===== src/paod_pkg.sv =====
package paod_pkg;

    localparam int OP_W       = 8;
    localparam int WORD_W     = 24;
    localparam int MOVE_HI    = 23;
    localparam int MOVE_LO    = 8;
    localparam int MOVE_W     = 16;
    localparam int OP_TOP_BIT = 7;
    localparam int SRC_HI     = 6;
    localparam int SRC_LO     = 4;
    localparam int DEST_BIT   = 3;
    localparam int QUAL_BIT   = 1;

    localparam logic [7:0]  OPB_MOVE     = 8'h00;
    localparam logic [7:0]  OPB_RESERVED = 8'h08;
    localparam logic [23:0] OPCODE_WORD_A = 24'h000005;

    localparam logic [2:0] SRC_000 = 3'h0;
    localparam logic [2:0] SRC_001 = 3'h1;
    localparam logic [2:0] SRC_010 = 3'h2;
    localparam logic [2:0] SRC_011 = 3'h3;
    localparam logic [2:0] SRC_111 = 3'h7;

    localparam logic [2:0] LO_000 = 3'h0;
    localparam logic [2:0] LO_001 = 3'h1;
    localparam logic [2:0] LO_010 = 3'h2;
    localparam logic [2:0] LO_011 = 3'h3;
    localparam logic [2:0] LO_100 = 3'h4;
    localparam logic [2:0] LO_101 = 3'h5;
    localparam logic [2:0] LO_110 = 3'h6;
    localparam logic [2:0] LO_111 = 3'h7;

    typedef enum logic [5:0] {
        PAOD_OP_NONE            = 6'h00,
        PAOD_OP_ADD             = 6'h01,
        PAOD_OP_TRANSFER        = 6'h02,
        PAOD_OP_OR              = 6'h03,
        PAOD_OP_EXCLUSIVE_OR    = 6'h04,
        PAOD_OP_SUB             = 6'h05,
        PAOD_OP_CMP             = 6'h06,
        PAOD_OP_AND             = 6'h07,
        PAOD_OP_CMP_MAGNITUDE   = 6'h08,
        PAOD_OP_ADD_CARRY       = 6'h09,
        PAOD_OP_SUB_BORROW      = 6'h0a,
        PAOD_OP_ARITH_SHIFT_R   = 6'h0b,
        PAOD_OP_LOGIC_SHIFT_R   = 6'h0c,
        PAOD_OP_ABSOLUTE_VALUE  = 6'h0d,
        PAOD_OP_ROTATE_R        = 6'h0e,
        PAOD_OP_ARITH_SHIFT_L   = 6'h0f,
        PAOD_OP_LOGIC_SHIFT_L   = 6'h10,
        PAOD_OP_NEGATE          = 6'h11,
        PAOD_OP_ROTATE_L        = 6'h12,
        PAOD_OP_ROUND           = 6'h13,
        PAOD_OP_ADD_SHIFT_L     = 6'h14,
        PAOD_OP_CLEAR           = 6'h15,
        PAOD_OP_SUB_SHIFT_L     = 6'h16,
        PAOD_OP_ONES_COMPLEMENT = 6'h17,
        PAOD_OP_ADD_SHIFT_R     = 6'h18,
        PAOD_OP_TEST_ACC        = 6'h19,
        PAOD_OP_SUB_SHIFT_R     = 6'h1a
    } paod_op_t;

    typedef enum logic [2:0] {
        PAOD_SRC_NONE      = 3'h0,
        PAOD_SRC_OTHER_ACC = 3'h1,
        PAOD_SRC_X_PAIR    = 3'h2,
        PAOD_SRC_Y_PAIR    = 3'h3,
        PAOD_SRC_X0        = 3'h4,
        PAOD_SRC_Y0        = 3'h5,
        PAOD_SRC_X1        = 3'h6,
        PAOD_SRC_Y1        = 3'h7
    } paod_src_t;

    typedef struct packed {
        paod_op_t    op;
        paod_src_t   src;
        logic        dest_b;
        logic        pure_move;
        logic        acc_write;
        logic        reserved;
        logic        opcode_word_a_word;
    } paod_dec_t;

    typedef struct packed {
        logic              valid;
        logic [MOVE_W-1:0] move_field;
        logic              ext_needed;
        logic              exception;
    } paod_issue_t;

endpackage : paod_pkg


===== src/paod_decoder.sv =====
// How it works
// - top bit zero means non-multiply parallel op
// - destination bit: 0 selects A, 1 B
// - source fields 1xx pick single register sources
// - all-zero byte is pure move, no ALU
// - byte 08 hex is reserved
// - 010/011 with qualifier low select pairs
// - full source group: add transfer sub compare
// - logical ops: or, exclusive-or, and
// - add-with-carry and subtract-with-borrow via pairs
// - 010 group: shifts right, absolute, rotate
// - 011 group: shifts left, negate, rotate
// - 001 group: round, add_shift_left_op, clear, subl, not
// - 000 group: addr, test, subtract_shift_right_op
// - bits 23..8 are the move field
// - word 000005 hex is the opcode_word_a opcode
`timescale 1ns/1ps
module paod_decoder (
    input  wire logic                clk_in,
    input  wire logic                reset_in,
    input  wire logic                word_valid_in,
    input  wire logic [23:0]         word_in,
    input  wire logic                ext_needed_in,
    output paod_pkg::paod_dec_t      dec_out,
    output paod_pkg::paod_issue_t    issue_out,
    output logic                     fetch_ext_out,
    output logic                     exception_out
);
    import paod_pkg::*;

    typedef enum logic [1:0] {
        PAOD_ST_OPCODE = 2'b00,
        PAOD_ST_EXT    = 2'b01
    } paod_state_t;

    paod_state_t state_q;
    paod_state_t state_d;
    paod_dec_t   dec_d;
    paod_dec_t   dec_q;
    paod_issue_t issue_q;
    logic        fetch_ext_q;
    logic        exception_q;
    logic        take;
    logic        fault;

    paod_op_table u_table (
        .op_byte_in (word_in[OP_W-1:0]),
        .word_in    (word_in),
        .dec_out    (dec_d)
    );

    // in the extension state the incoming word is an address, not an op
    assign take  = word_valid_in && (state_q == PAOD_ST_OPCODE)
                   && !word_in[OP_TOP_BIT];
    assign fault = dec_d.reserved || dec_d.opcode_word_a_word;

    always_comb begin
        state_d = state_q;
        case (state_q)
            PAOD_ST_OPCODE: begin
                if (take && !fault && ext_needed_in) begin
                    state_d = PAOD_ST_EXT;
                end
            end
            PAOD_ST_EXT: begin
                if (word_valid_in) begin
                    state_d = PAOD_ST_OPCODE;
                end
            end
            default: state_d = PAOD_ST_OPCODE;
        endcase
    end

    always_ff @(posedge clk_in) begin
        if (reset_in) begin
            state_q <= PAOD_ST_OPCODE;
        end else begin
            state_q <= state_d;
        end
    end

    always_ff @(posedge clk_in) begin
        if (reset_in) begin
            dec_q <= '0;
        end else if (take) begin
            dec_q <= dec_d;
            if (fault) begin
                dec_q.acc_write <= 1'b0;
            end
        end
    end

    always_ff @(posedge clk_in) begin
        if (reset_in) begin
            issue_q     <= '0;
            exception_q <= 1'b0;
            fetch_ext_q <= 1'b0;
        end else begin
            issue_q.valid      <= take && !fault;
            issue_q.move_field <= word_in[MOVE_HI:MOVE_LO];
            issue_q.ext_needed <= take && !fault && ext_needed_in;
            issue_q.exception  <= take && fault;
            exception_q        <= take && fault;
            fetch_ext_q        <= take && !fault && ext_needed_in;
        end
    end

    assign dec_out       = dec_q;
    assign issue_out     = issue_q;
    assign fetch_ext_out = fetch_ext_q;
    assign exception_out = exception_q;
endmodule : paod_decoder


===== src/paod_op_table.sv =====
`timescale 1ns/1ps
module paod_op_table (
    input  wire logic [7:0]  op_byte_in,
    input  wire logic [23:0] word_in,
    output paod_pkg::paod_dec_t dec_out
);
    import paod_pkg::*;

    logic [2:0] src_sel;
    logic [2:0] low;
    logic       qual;

    assign src_sel = op_byte_in[SRC_HI:SRC_LO];
    assign low     = op_byte_in[2:0];
    assign qual    = op_byte_in[QUAL_BIT];

    always_comb begin
        dec_out              = '0;
        dec_out.op           = PAOD_OP_NONE;
        dec_out.src          = PAOD_SRC_NONE;
        dec_out.dest_b       = op_byte_in[DEST_BIT];
        dec_out.opcode_word_a_word = (word_in == OPCODE_WORD_A);
        if (op_byte_in[OP_TOP_BIT]) begin
            // multiply group is decoded elsewhere
            dec_out.reserved = 1'b0;
        end else if (op_byte_in == OPB_MOVE) begin
            dec_out.pure_move = 1'b1;
        end else if (op_byte_in == OPB_RESERVED) begin
            dec_out.reserved = 1'b1;
        end else begin
            dec_out.reserved = 1'b1;
            case (src_sel)
                SRC_000: begin
                    dec_out.src      = PAOD_SRC_OTHER_ACC;
                    dec_out.reserved = 1'b0;
                    case (low)
                        LO_001:  dec_out.op = PAOD_OP_TRANSFER;
                        LO_010:  dec_out.op = PAOD_OP_ADD_SHIFT_R;
                        LO_011:  dec_out.op = PAOD_OP_TEST_ACC;
                        LO_101:  dec_out.op = PAOD_OP_CMP;
                        LO_110:  dec_out.op = PAOD_OP_SUB_SHIFT_R;
                        LO_111:  dec_out.op = PAOD_OP_CMP_MAGNITUDE;
                        default: dec_out.reserved = 1'b1;
                    endcase
                end
                SRC_001: begin
                    dec_out.src      = PAOD_SRC_OTHER_ACC;
                    dec_out.reserved = 1'b0;
                    case (low)
                        LO_000:  dec_out.op = PAOD_OP_ADD;
                        LO_001:  dec_out.op = PAOD_OP_ROUND;
                        LO_010:  dec_out.op = PAOD_OP_ADD_SHIFT_L;
                        LO_011:  dec_out.op = PAOD_OP_CLEAR;
                        LO_100:  dec_out.op = PAOD_OP_SUB;
                        LO_110:  dec_out.op = PAOD_OP_SUB_SHIFT_L;
                        LO_111:  dec_out.op = PAOD_OP_ONES_COMPLEMENT;
                        default: dec_out.reserved = 1'b1;
                    endcase
                end
                SRC_010, SRC_011: begin
                    dec_out.reserved = 1'b0;
                    if (qual) begin
                        dec_out.src = PAOD_SRC_OTHER_ACC;
                        case ({src_sel[0], low})
                            {1'b0, LO_010}: dec_out.op = PAOD_OP_ARITH_SHIFT_R;
                            {1'b0, LO_011}: dec_out.op = PAOD_OP_LOGIC_SHIFT_R;
                            {1'b0, LO_110}: dec_out.op = PAOD_OP_ABSOLUTE_VALUE;
                            {1'b0, LO_111}: dec_out.op = PAOD_OP_ROTATE_R;
                            {1'b1, LO_010}: dec_out.op = PAOD_OP_ARITH_SHIFT_L;
                            {1'b1, LO_011}: dec_out.op = PAOD_OP_LOGIC_SHIFT_L;
                            {1'b1, LO_110}: dec_out.op = PAOD_OP_NEGATE;
                            {1'b1, LO_111}: dec_out.op = PAOD_OP_ROTATE_L;
                            default:        dec_out.reserved = 1'b1;
                        endcase
                    end else begin
                        dec_out.src = src_sel[0] ? PAOD_SRC_Y_PAIR
                                                 : PAOD_SRC_X_PAIR;
                        case (low)
                            LO_000:  dec_out.op = PAOD_OP_ADD;
                            LO_001:  dec_out.op = PAOD_OP_ADD_CARRY;
                            LO_100:  dec_out.op = PAOD_OP_SUB;
                            LO_101:  dec_out.op = PAOD_OP_SUB_BORROW;
                            default: dec_out.reserved = 1'b1;
                        endcase
                    end
                end
                default: begin
                    dec_out.reserved = 1'b0;
                    case (src_sel)
                        3'h4:    dec_out.src = PAOD_SRC_X0;
                        3'h5:    dec_out.src = PAOD_SRC_Y0;
                        3'h6:    dec_out.src = PAOD_SRC_X1;
                        default: dec_out.src = PAOD_SRC_Y1;
                    endcase
                    case (low)
                        LO_000:  dec_out.op = PAOD_OP_ADD;
                        LO_001:  dec_out.op = PAOD_OP_TRANSFER;
                        LO_010:  dec_out.op = PAOD_OP_OR;
                        LO_011:  dec_out.op = PAOD_OP_EXCLUSIVE_OR;
                        LO_100:  dec_out.op = PAOD_OP_SUB;
                        LO_101:  dec_out.op = PAOD_OP_CMP;
                        LO_110:  dec_out.op = PAOD_OP_AND;
                        default: dec_out.op = PAOD_OP_CMP_MAGNITUDE;
                    endcase
                end
            endcase
        end
        // the opcode_word_a word has low byte 05, so it would
        // otherwise decode as a compare with the other accumulator
        if (dec_out.opcode_word_a_word) begin
            dec_out.op       = PAOD_OP_NONE;
            dec_out.src      = PAOD_SRC_NONE;
            dec_out.reserved = 1'b0;
        end
        dec_out.acc_write = (dec_out.op != PAOD_OP_NONE)
                            && (dec_out.op != PAOD_OP_TEST_ACC)
                            && (dec_out.op != PAOD_OP_CMP)
                            && (dec_out.op != PAOD_OP_CMP_MAGNITUDE);
    end

endmodule : paod_op_table


===== config.mk =====
export PLATFORM = sky130hd
export DESIGN_NAME = paod_decoder
export DESIGN_NICKNAME = d
export VERILOG_FILES = /design/src/paod_pkg.sv /design/src/paod_decoder.sv /design/src/paod_op_table.sv
export SDC_FILE = /design/constraint.sdc
export NUM_CORES = 1
export LEC_CHECK = 0
export CAP_MARGIN = 20
export CORE_UTILIZATION = 25
export DETAILED_ROUTE_END_ITERATION = 7
export DONT_BUFFER_PORTS = 1
export PLACE_DENSITY_LB_ADDON = 0.2
export SYNTH_ARGS = -nofsm -noshare
export SYNTH_HDL_FRONTEND = slang
export SYNTH_SLANG_ARGS = --single-unit

===== constraint.sdc =====
create_clock -name clk_in -period 2.72 [get_ports clk_in]
set_clock_uncertainty 0.05 [all_clocks]
set_input_delay 0.544 -clock clk_in [delete_from_list [all_inputs] [get_ports clk_in]]
set_output_delay 0.544 -clock clk_in [all_outputs]
set_load 0.005 [all_outputs]

== Yosys cells after proc, flatten, opt, wreduce, memory -nomap -nowiden ==
Cells that the tools add are included.

* Memories kept: 0
* Output and inout bits: 35
* Bits of input ports: 28
* Bits in latches: 0
* Register bits: 35
* Logic and storage cells: 92
* Bits in read-only memories: 0
* RAM bits: 0

* Add/subtract/negate cells: 0
* $lt $le $gt $ge: 0
* Shift operators: 0
* Bitwise gates (word level): 0
* Div/mod/pow operators: 0
* Reductions and logical operators: 22
* Mux-type cells: 29
* Multipliers: 0
* Equality and inequality tests: 29

{| class="wikitable"
|+ Operators by type and width
! cell !! count
|-
| $mux W9 || 5
|-
| $pmux W5 S8 || 1
|-
| $pmux W5 S7 || 1
|-
| $pmux W5 S6 || 1
|-
| $pmux W4 S7 || 1
|-
| $pmux W9 S3 || 1
|-
| $eq A24 B3 Y1 const B || 1
|-
| $eq A3 B3 Y1 const B || 7
|-
| $eq A4 B4 Y1 const B || 4
|-
| $pmux W4 S4 || 1
|-
| $mux W1 || 13
|-
| $eq A3 B2 Y1 const B || 4
|-
| $eq A4 B2 Y1 const B || 2
|-
| $eq A4 B3 Y1 const B || 2
|-
| $eq A8 B4 Y1 const B || 1
|-
| $logic_and A1 B1 Y1 || 8
|-
| $logic_not A8 Y1 || 1
|-
| $reduce_or A8 Y1 || 1
|-
| $reduce_or A7 Y1 || 1
|-
| $eq A3 B1 Y1 const B || 2
|-
| $logic_not A3 Y1 || 2
|-
| $ne A6 B3 Y1 const B || 1
|-
| $ne A6 B4 Y1 const B || 1
|-
| $ne A6 B5 Y1 const B || 1
|-
| 15 further kinds || 17
|}

== Logic depth before layout (Yosys ltp) ==
* Word-level depth: 15
* Mapped depth: 8
* Mapped depth without buffers: 6

== Cells and area by module ==
From an unflattened synthesis, not the netlist that was laid out.

* Cells, all modules: 192
* Area, all modules: 1814.2 um2

{| class="wikitable"
|+ Modules (own cells, without submodules)
! module !! cells each !! times used !! area each (um2)
|-
| paod_decoder || 110 || 1 || 1262.5
|-
| paod_op_table || 82 || 1 || 551.8
|}

== Least setup slack after synthesis ==
No wires, ideal clock.

* Kind: input to register
* Start point: input word_in[11]
* End point: register dec_q (netlist bit dec_out[2])
* Library setup time: 0.117 ns
* Slack: 0.359 ns
* Buffers on the path: 0
* Data required time: 2.553 ns
* Arrival: 2.194 ns
* Stages: 6
* Path through: or4_1 -> or4_4 -> nor3_4 -> nor3_2 -> o21a_1 -> a32o_1

* Word-level cells in the longest chain between the ends: 7
* Elaborated cells on any way between the ends: 12
* Classes of those cells: 4 x eq/ne; 3 x mux; 5 x reduce/logical

{| class="wikitable"
|+ RTL lines
! element !! line !! RTL
|-
| start, declared || paod_decoder.sv:22 || <nowiki>input wire logic [23:0] word_in,</nowiki>
|-
| $eq A24 B3 Y1 * || paod_op_table.sv:22 || <nowiki>dec_out.opcode_word_a_word = (word_in == OPCODE_WORD_A);</nowiki>
|-
| $mux W9 || paod_op_table.sv:110 || <nowiki>if (dec_out.opcode_word_a_word) begin</nowiki>
|-
| $ne A6 B5 Y1 or $reduce_bool A6 Y1 (tied branches) || paod_op_table.sv:116, paod_op_table.sv:115 ||
|-
| $logic_and A1 B1 Y1 || paod_op_table.sv:116 || <nowiki>&& (dec_out.op != PAOD_OP_TEST_ACC)</nowiki>
|-
| $logic_and A1 B1 Y1 || paod_op_table.sv:117 || <nowiki>&& (dec_out.op != PAOD_OP_CMP)</nowiki>
|-
| $logic_and A1 B1 Y1 || paod_op_table.sv:118 || <nowiki>&& (dec_out.op != PAOD_OP_CMP_MAGNITUDE);</nowiki>
|-
| $mux W1 * || paod_decoder.sv:87 || <nowiki>if (fault) begin</nowiki>
|-
| end, declared || paod_decoder.sv:39 || <nowiki>paod_dec_t dec_q;</nowiki>
|}

Mark *: on every way between the ends. The rest lies on a longest branch, timed or not.
A chain may end at the register's enable or synchronous reset.

== Final worst setup path ==
Same ends and word-level chain as after synthesis.

==> metrics.csv <==
metric,value,unit
layout cell share with drive strength beyond 1,0.0888,
vias per cell,5.04,
Total Die Area,6200,µm²
cts hold-fix bufs,0,
Max Slew Vio Count,0,
"Arr. time, crit path",2.31,ns
Worst-path clk slew,0.07,ns
Pwr Density,656,nW/µm²
Syn Nets,203,
# IOs,63,
Placed Instances,233,
Skew-Pair Late Insertion Delay,0.27,ns
GR Util All Layers,0.125,
DR iter-0 viols,62,
critical path type,in -> reg,
nets,196,
fin area,1620,µm²
Setup WS post-layout,0.528,ns
critical path's top delay family,simple AND/OR/NAND/NOR gates,
gpl congestion,0.726,
Post-CTS Setup Bufs,0,
Lkg Pwr,0.583,nW
CP startpoint kind,input pin,
Sequential cell area,661,µm²
gr ovfl total,0,
status,finished clean,
RSZ-0062 raised after global routing,no,
via count,1214,
"commonest non-fill, non-tap cell in the layout",dfxtp_1,
Post-DP HPWL,2770,µm
Synth Flop Type,dfxtp_1,
initial antenna violation count,0,
CTS max path bufs,2,
Peak VDD IR,0.000260,V
"FFs w/ async S/R, synth",0,
register area share after synthesis,0.449,
pre-CTS setup slack,0.242,ns
Sum Neg Setup Slack,0,ns
syn avg cell area,8.41,µm²
Fmax,456,MHz
first-pass GRT wire length,5930,µm
P&R area growth vs syn,9.95,%
CP max-delay cell,or4_1,
most frequent cells in the layout,"dfxtp_1 (33), nand2_1 (18), nor2b_1 (17), nor2_1 (13), a21oi_1 (12)",
Die X,78.7,µm
final setup vio count,0,
fin crit period,2.19,ns
Yosys cell types,43,
Synth Warn #,0,
Final period util,0.806,
largest net degree at the start of global routing,34,
DP Area,1500,µm²
max cap viols,0,
CP Cell Sequence,"or4_1, or4_4, nor3_4, nor3_2, o21a_1, a32o_1",
final instance count without filler cells,241,
cell area after synthesis,1470,µm²
Filler cells,611,
Post-DRT Antenna Nets,0,
CP required,2.84,ns
worst slew pin tran,0.782,ns
vias in the first global route,1166,
H-tree level count,2,
chip height,78.7,µm
# DRC,0,
Setup crit end kind,flip-flop,
clk sinks,33,
Crit path largest cell delay,0.53,ns
cts repair resizes,0,
I/O Buffers,0,
post-synthesis cell count,175,
TritonCTS clock tree,yes,
power consumption,1.06,mW
number of synthesized register bits,33,
CTS Root Cell,clkbuf_8,
CORE AREA,5570,µm²
row count,27,
WP buf/inv,0,
Fin Hold WS,0.277,ns
HP Class,in -> reg,
multi-input logic area,721,µm²
Initial Utilization,0.264,
router iterations before antenna repair,4,
crit-path max FO,6,
number of buffers created by CTS,5,
final hold viol count,0,
max_slew headroom,0.475,
"reg-to-reg slack, setup",1.00,ns
final wirelength,3770,µm
post-layout util,0.290,
DR WL/cell,15.6,µm
"EDFF count, synth",0,
antenna diode count,0,
sequential cells by signal (all words and copies together) (netlist names):
register and cells:
state_q 1, fetch_ext_out 1, issue_out 17, exception_out 1, dec_out 13
worst paths after layout:
path,from,depth (start not counted),end
worst min-delay path,reset_in,1,dec_out[12]
worst max register to register,state_q[0],4,dec_out[2]
worst max-delay path,word_in[11],6,dec_out[2]
worst min register to register,dec_out[4],2,dec_out[4]
kinds of logic after synthesis:
| logic type | after synthesis | synth area share |
|---|---|---|
| compound gates | 37 | 0.166 |
| xor+xnor | 1 | 0.00595 |
| buf+inv | 21 | 0.0612 |
| flops | 33 | 0.449 |
| mux | 2 | 0.0145 |
| other cells | 1 | 0.00255 |
| simple gates | 80 | 0.301 |
worst reg2reg max path, cell delays in order, from the launching register on:
cell and delay, ns:
dfxtp_1 0.32, or3_1 0.39, buf_4 0.22, nor4_1 0.46, a32o_1 0.24
power breakdown:
group          switching (mW)  total [mW]  internal (mW)
logic                  0.0383      0.0754         0.0371
registers              0.0120       0.516          0.504
clock network           0.171       0.470          0.299
total                   0.221        1.06          0.839
routing by layer:
metal	vias to the layer above	global-route usage	wire length (µm)	share of wire
met1	551	0.148	1630	0.43
met4	0	0.0389	35	0.0093
met5	-	0	0	0
li1	596	-	-	-
met3	4	0.0621	466	0.12
met2	63	0.197	1640	0.43
synthesized netlist by cell type (2+ instances only):
master,number,area (µm²)
dfxtp_1,33,661
nand2_1,18,67.6
nor2b_1,17,106
nor2_1,13,48.8
a21oi_1,12,60.1
clkbuf_1,12,45.0
inv_1,6,22.5
nor3_1,6,30.0
nor4_1,5,31.3
o21ai_0,5,25.0
a22oi_1,4,30.0
nand3_1,4,20.0
buf_4,3,22.5
nand2b_1,3,18.8
a221oi_1,2,17.5
a31oi_1,2,12.5
a32oi_1,2,17.5
nor4bb_1,2,20.0
or3_1,2,12.5
layout make-up:
cell class,instances,share of cell area
inverters,6,0.0139
clock buffers,7,0.0534
clock inverters,1,0.0186
flip-flops and latches,33,0.408
multi-input cells,121,0.445
repair buffers,1,0.00464
well taps,72,0.0557
Note: power is estimated with default switching activity, not from simulation.
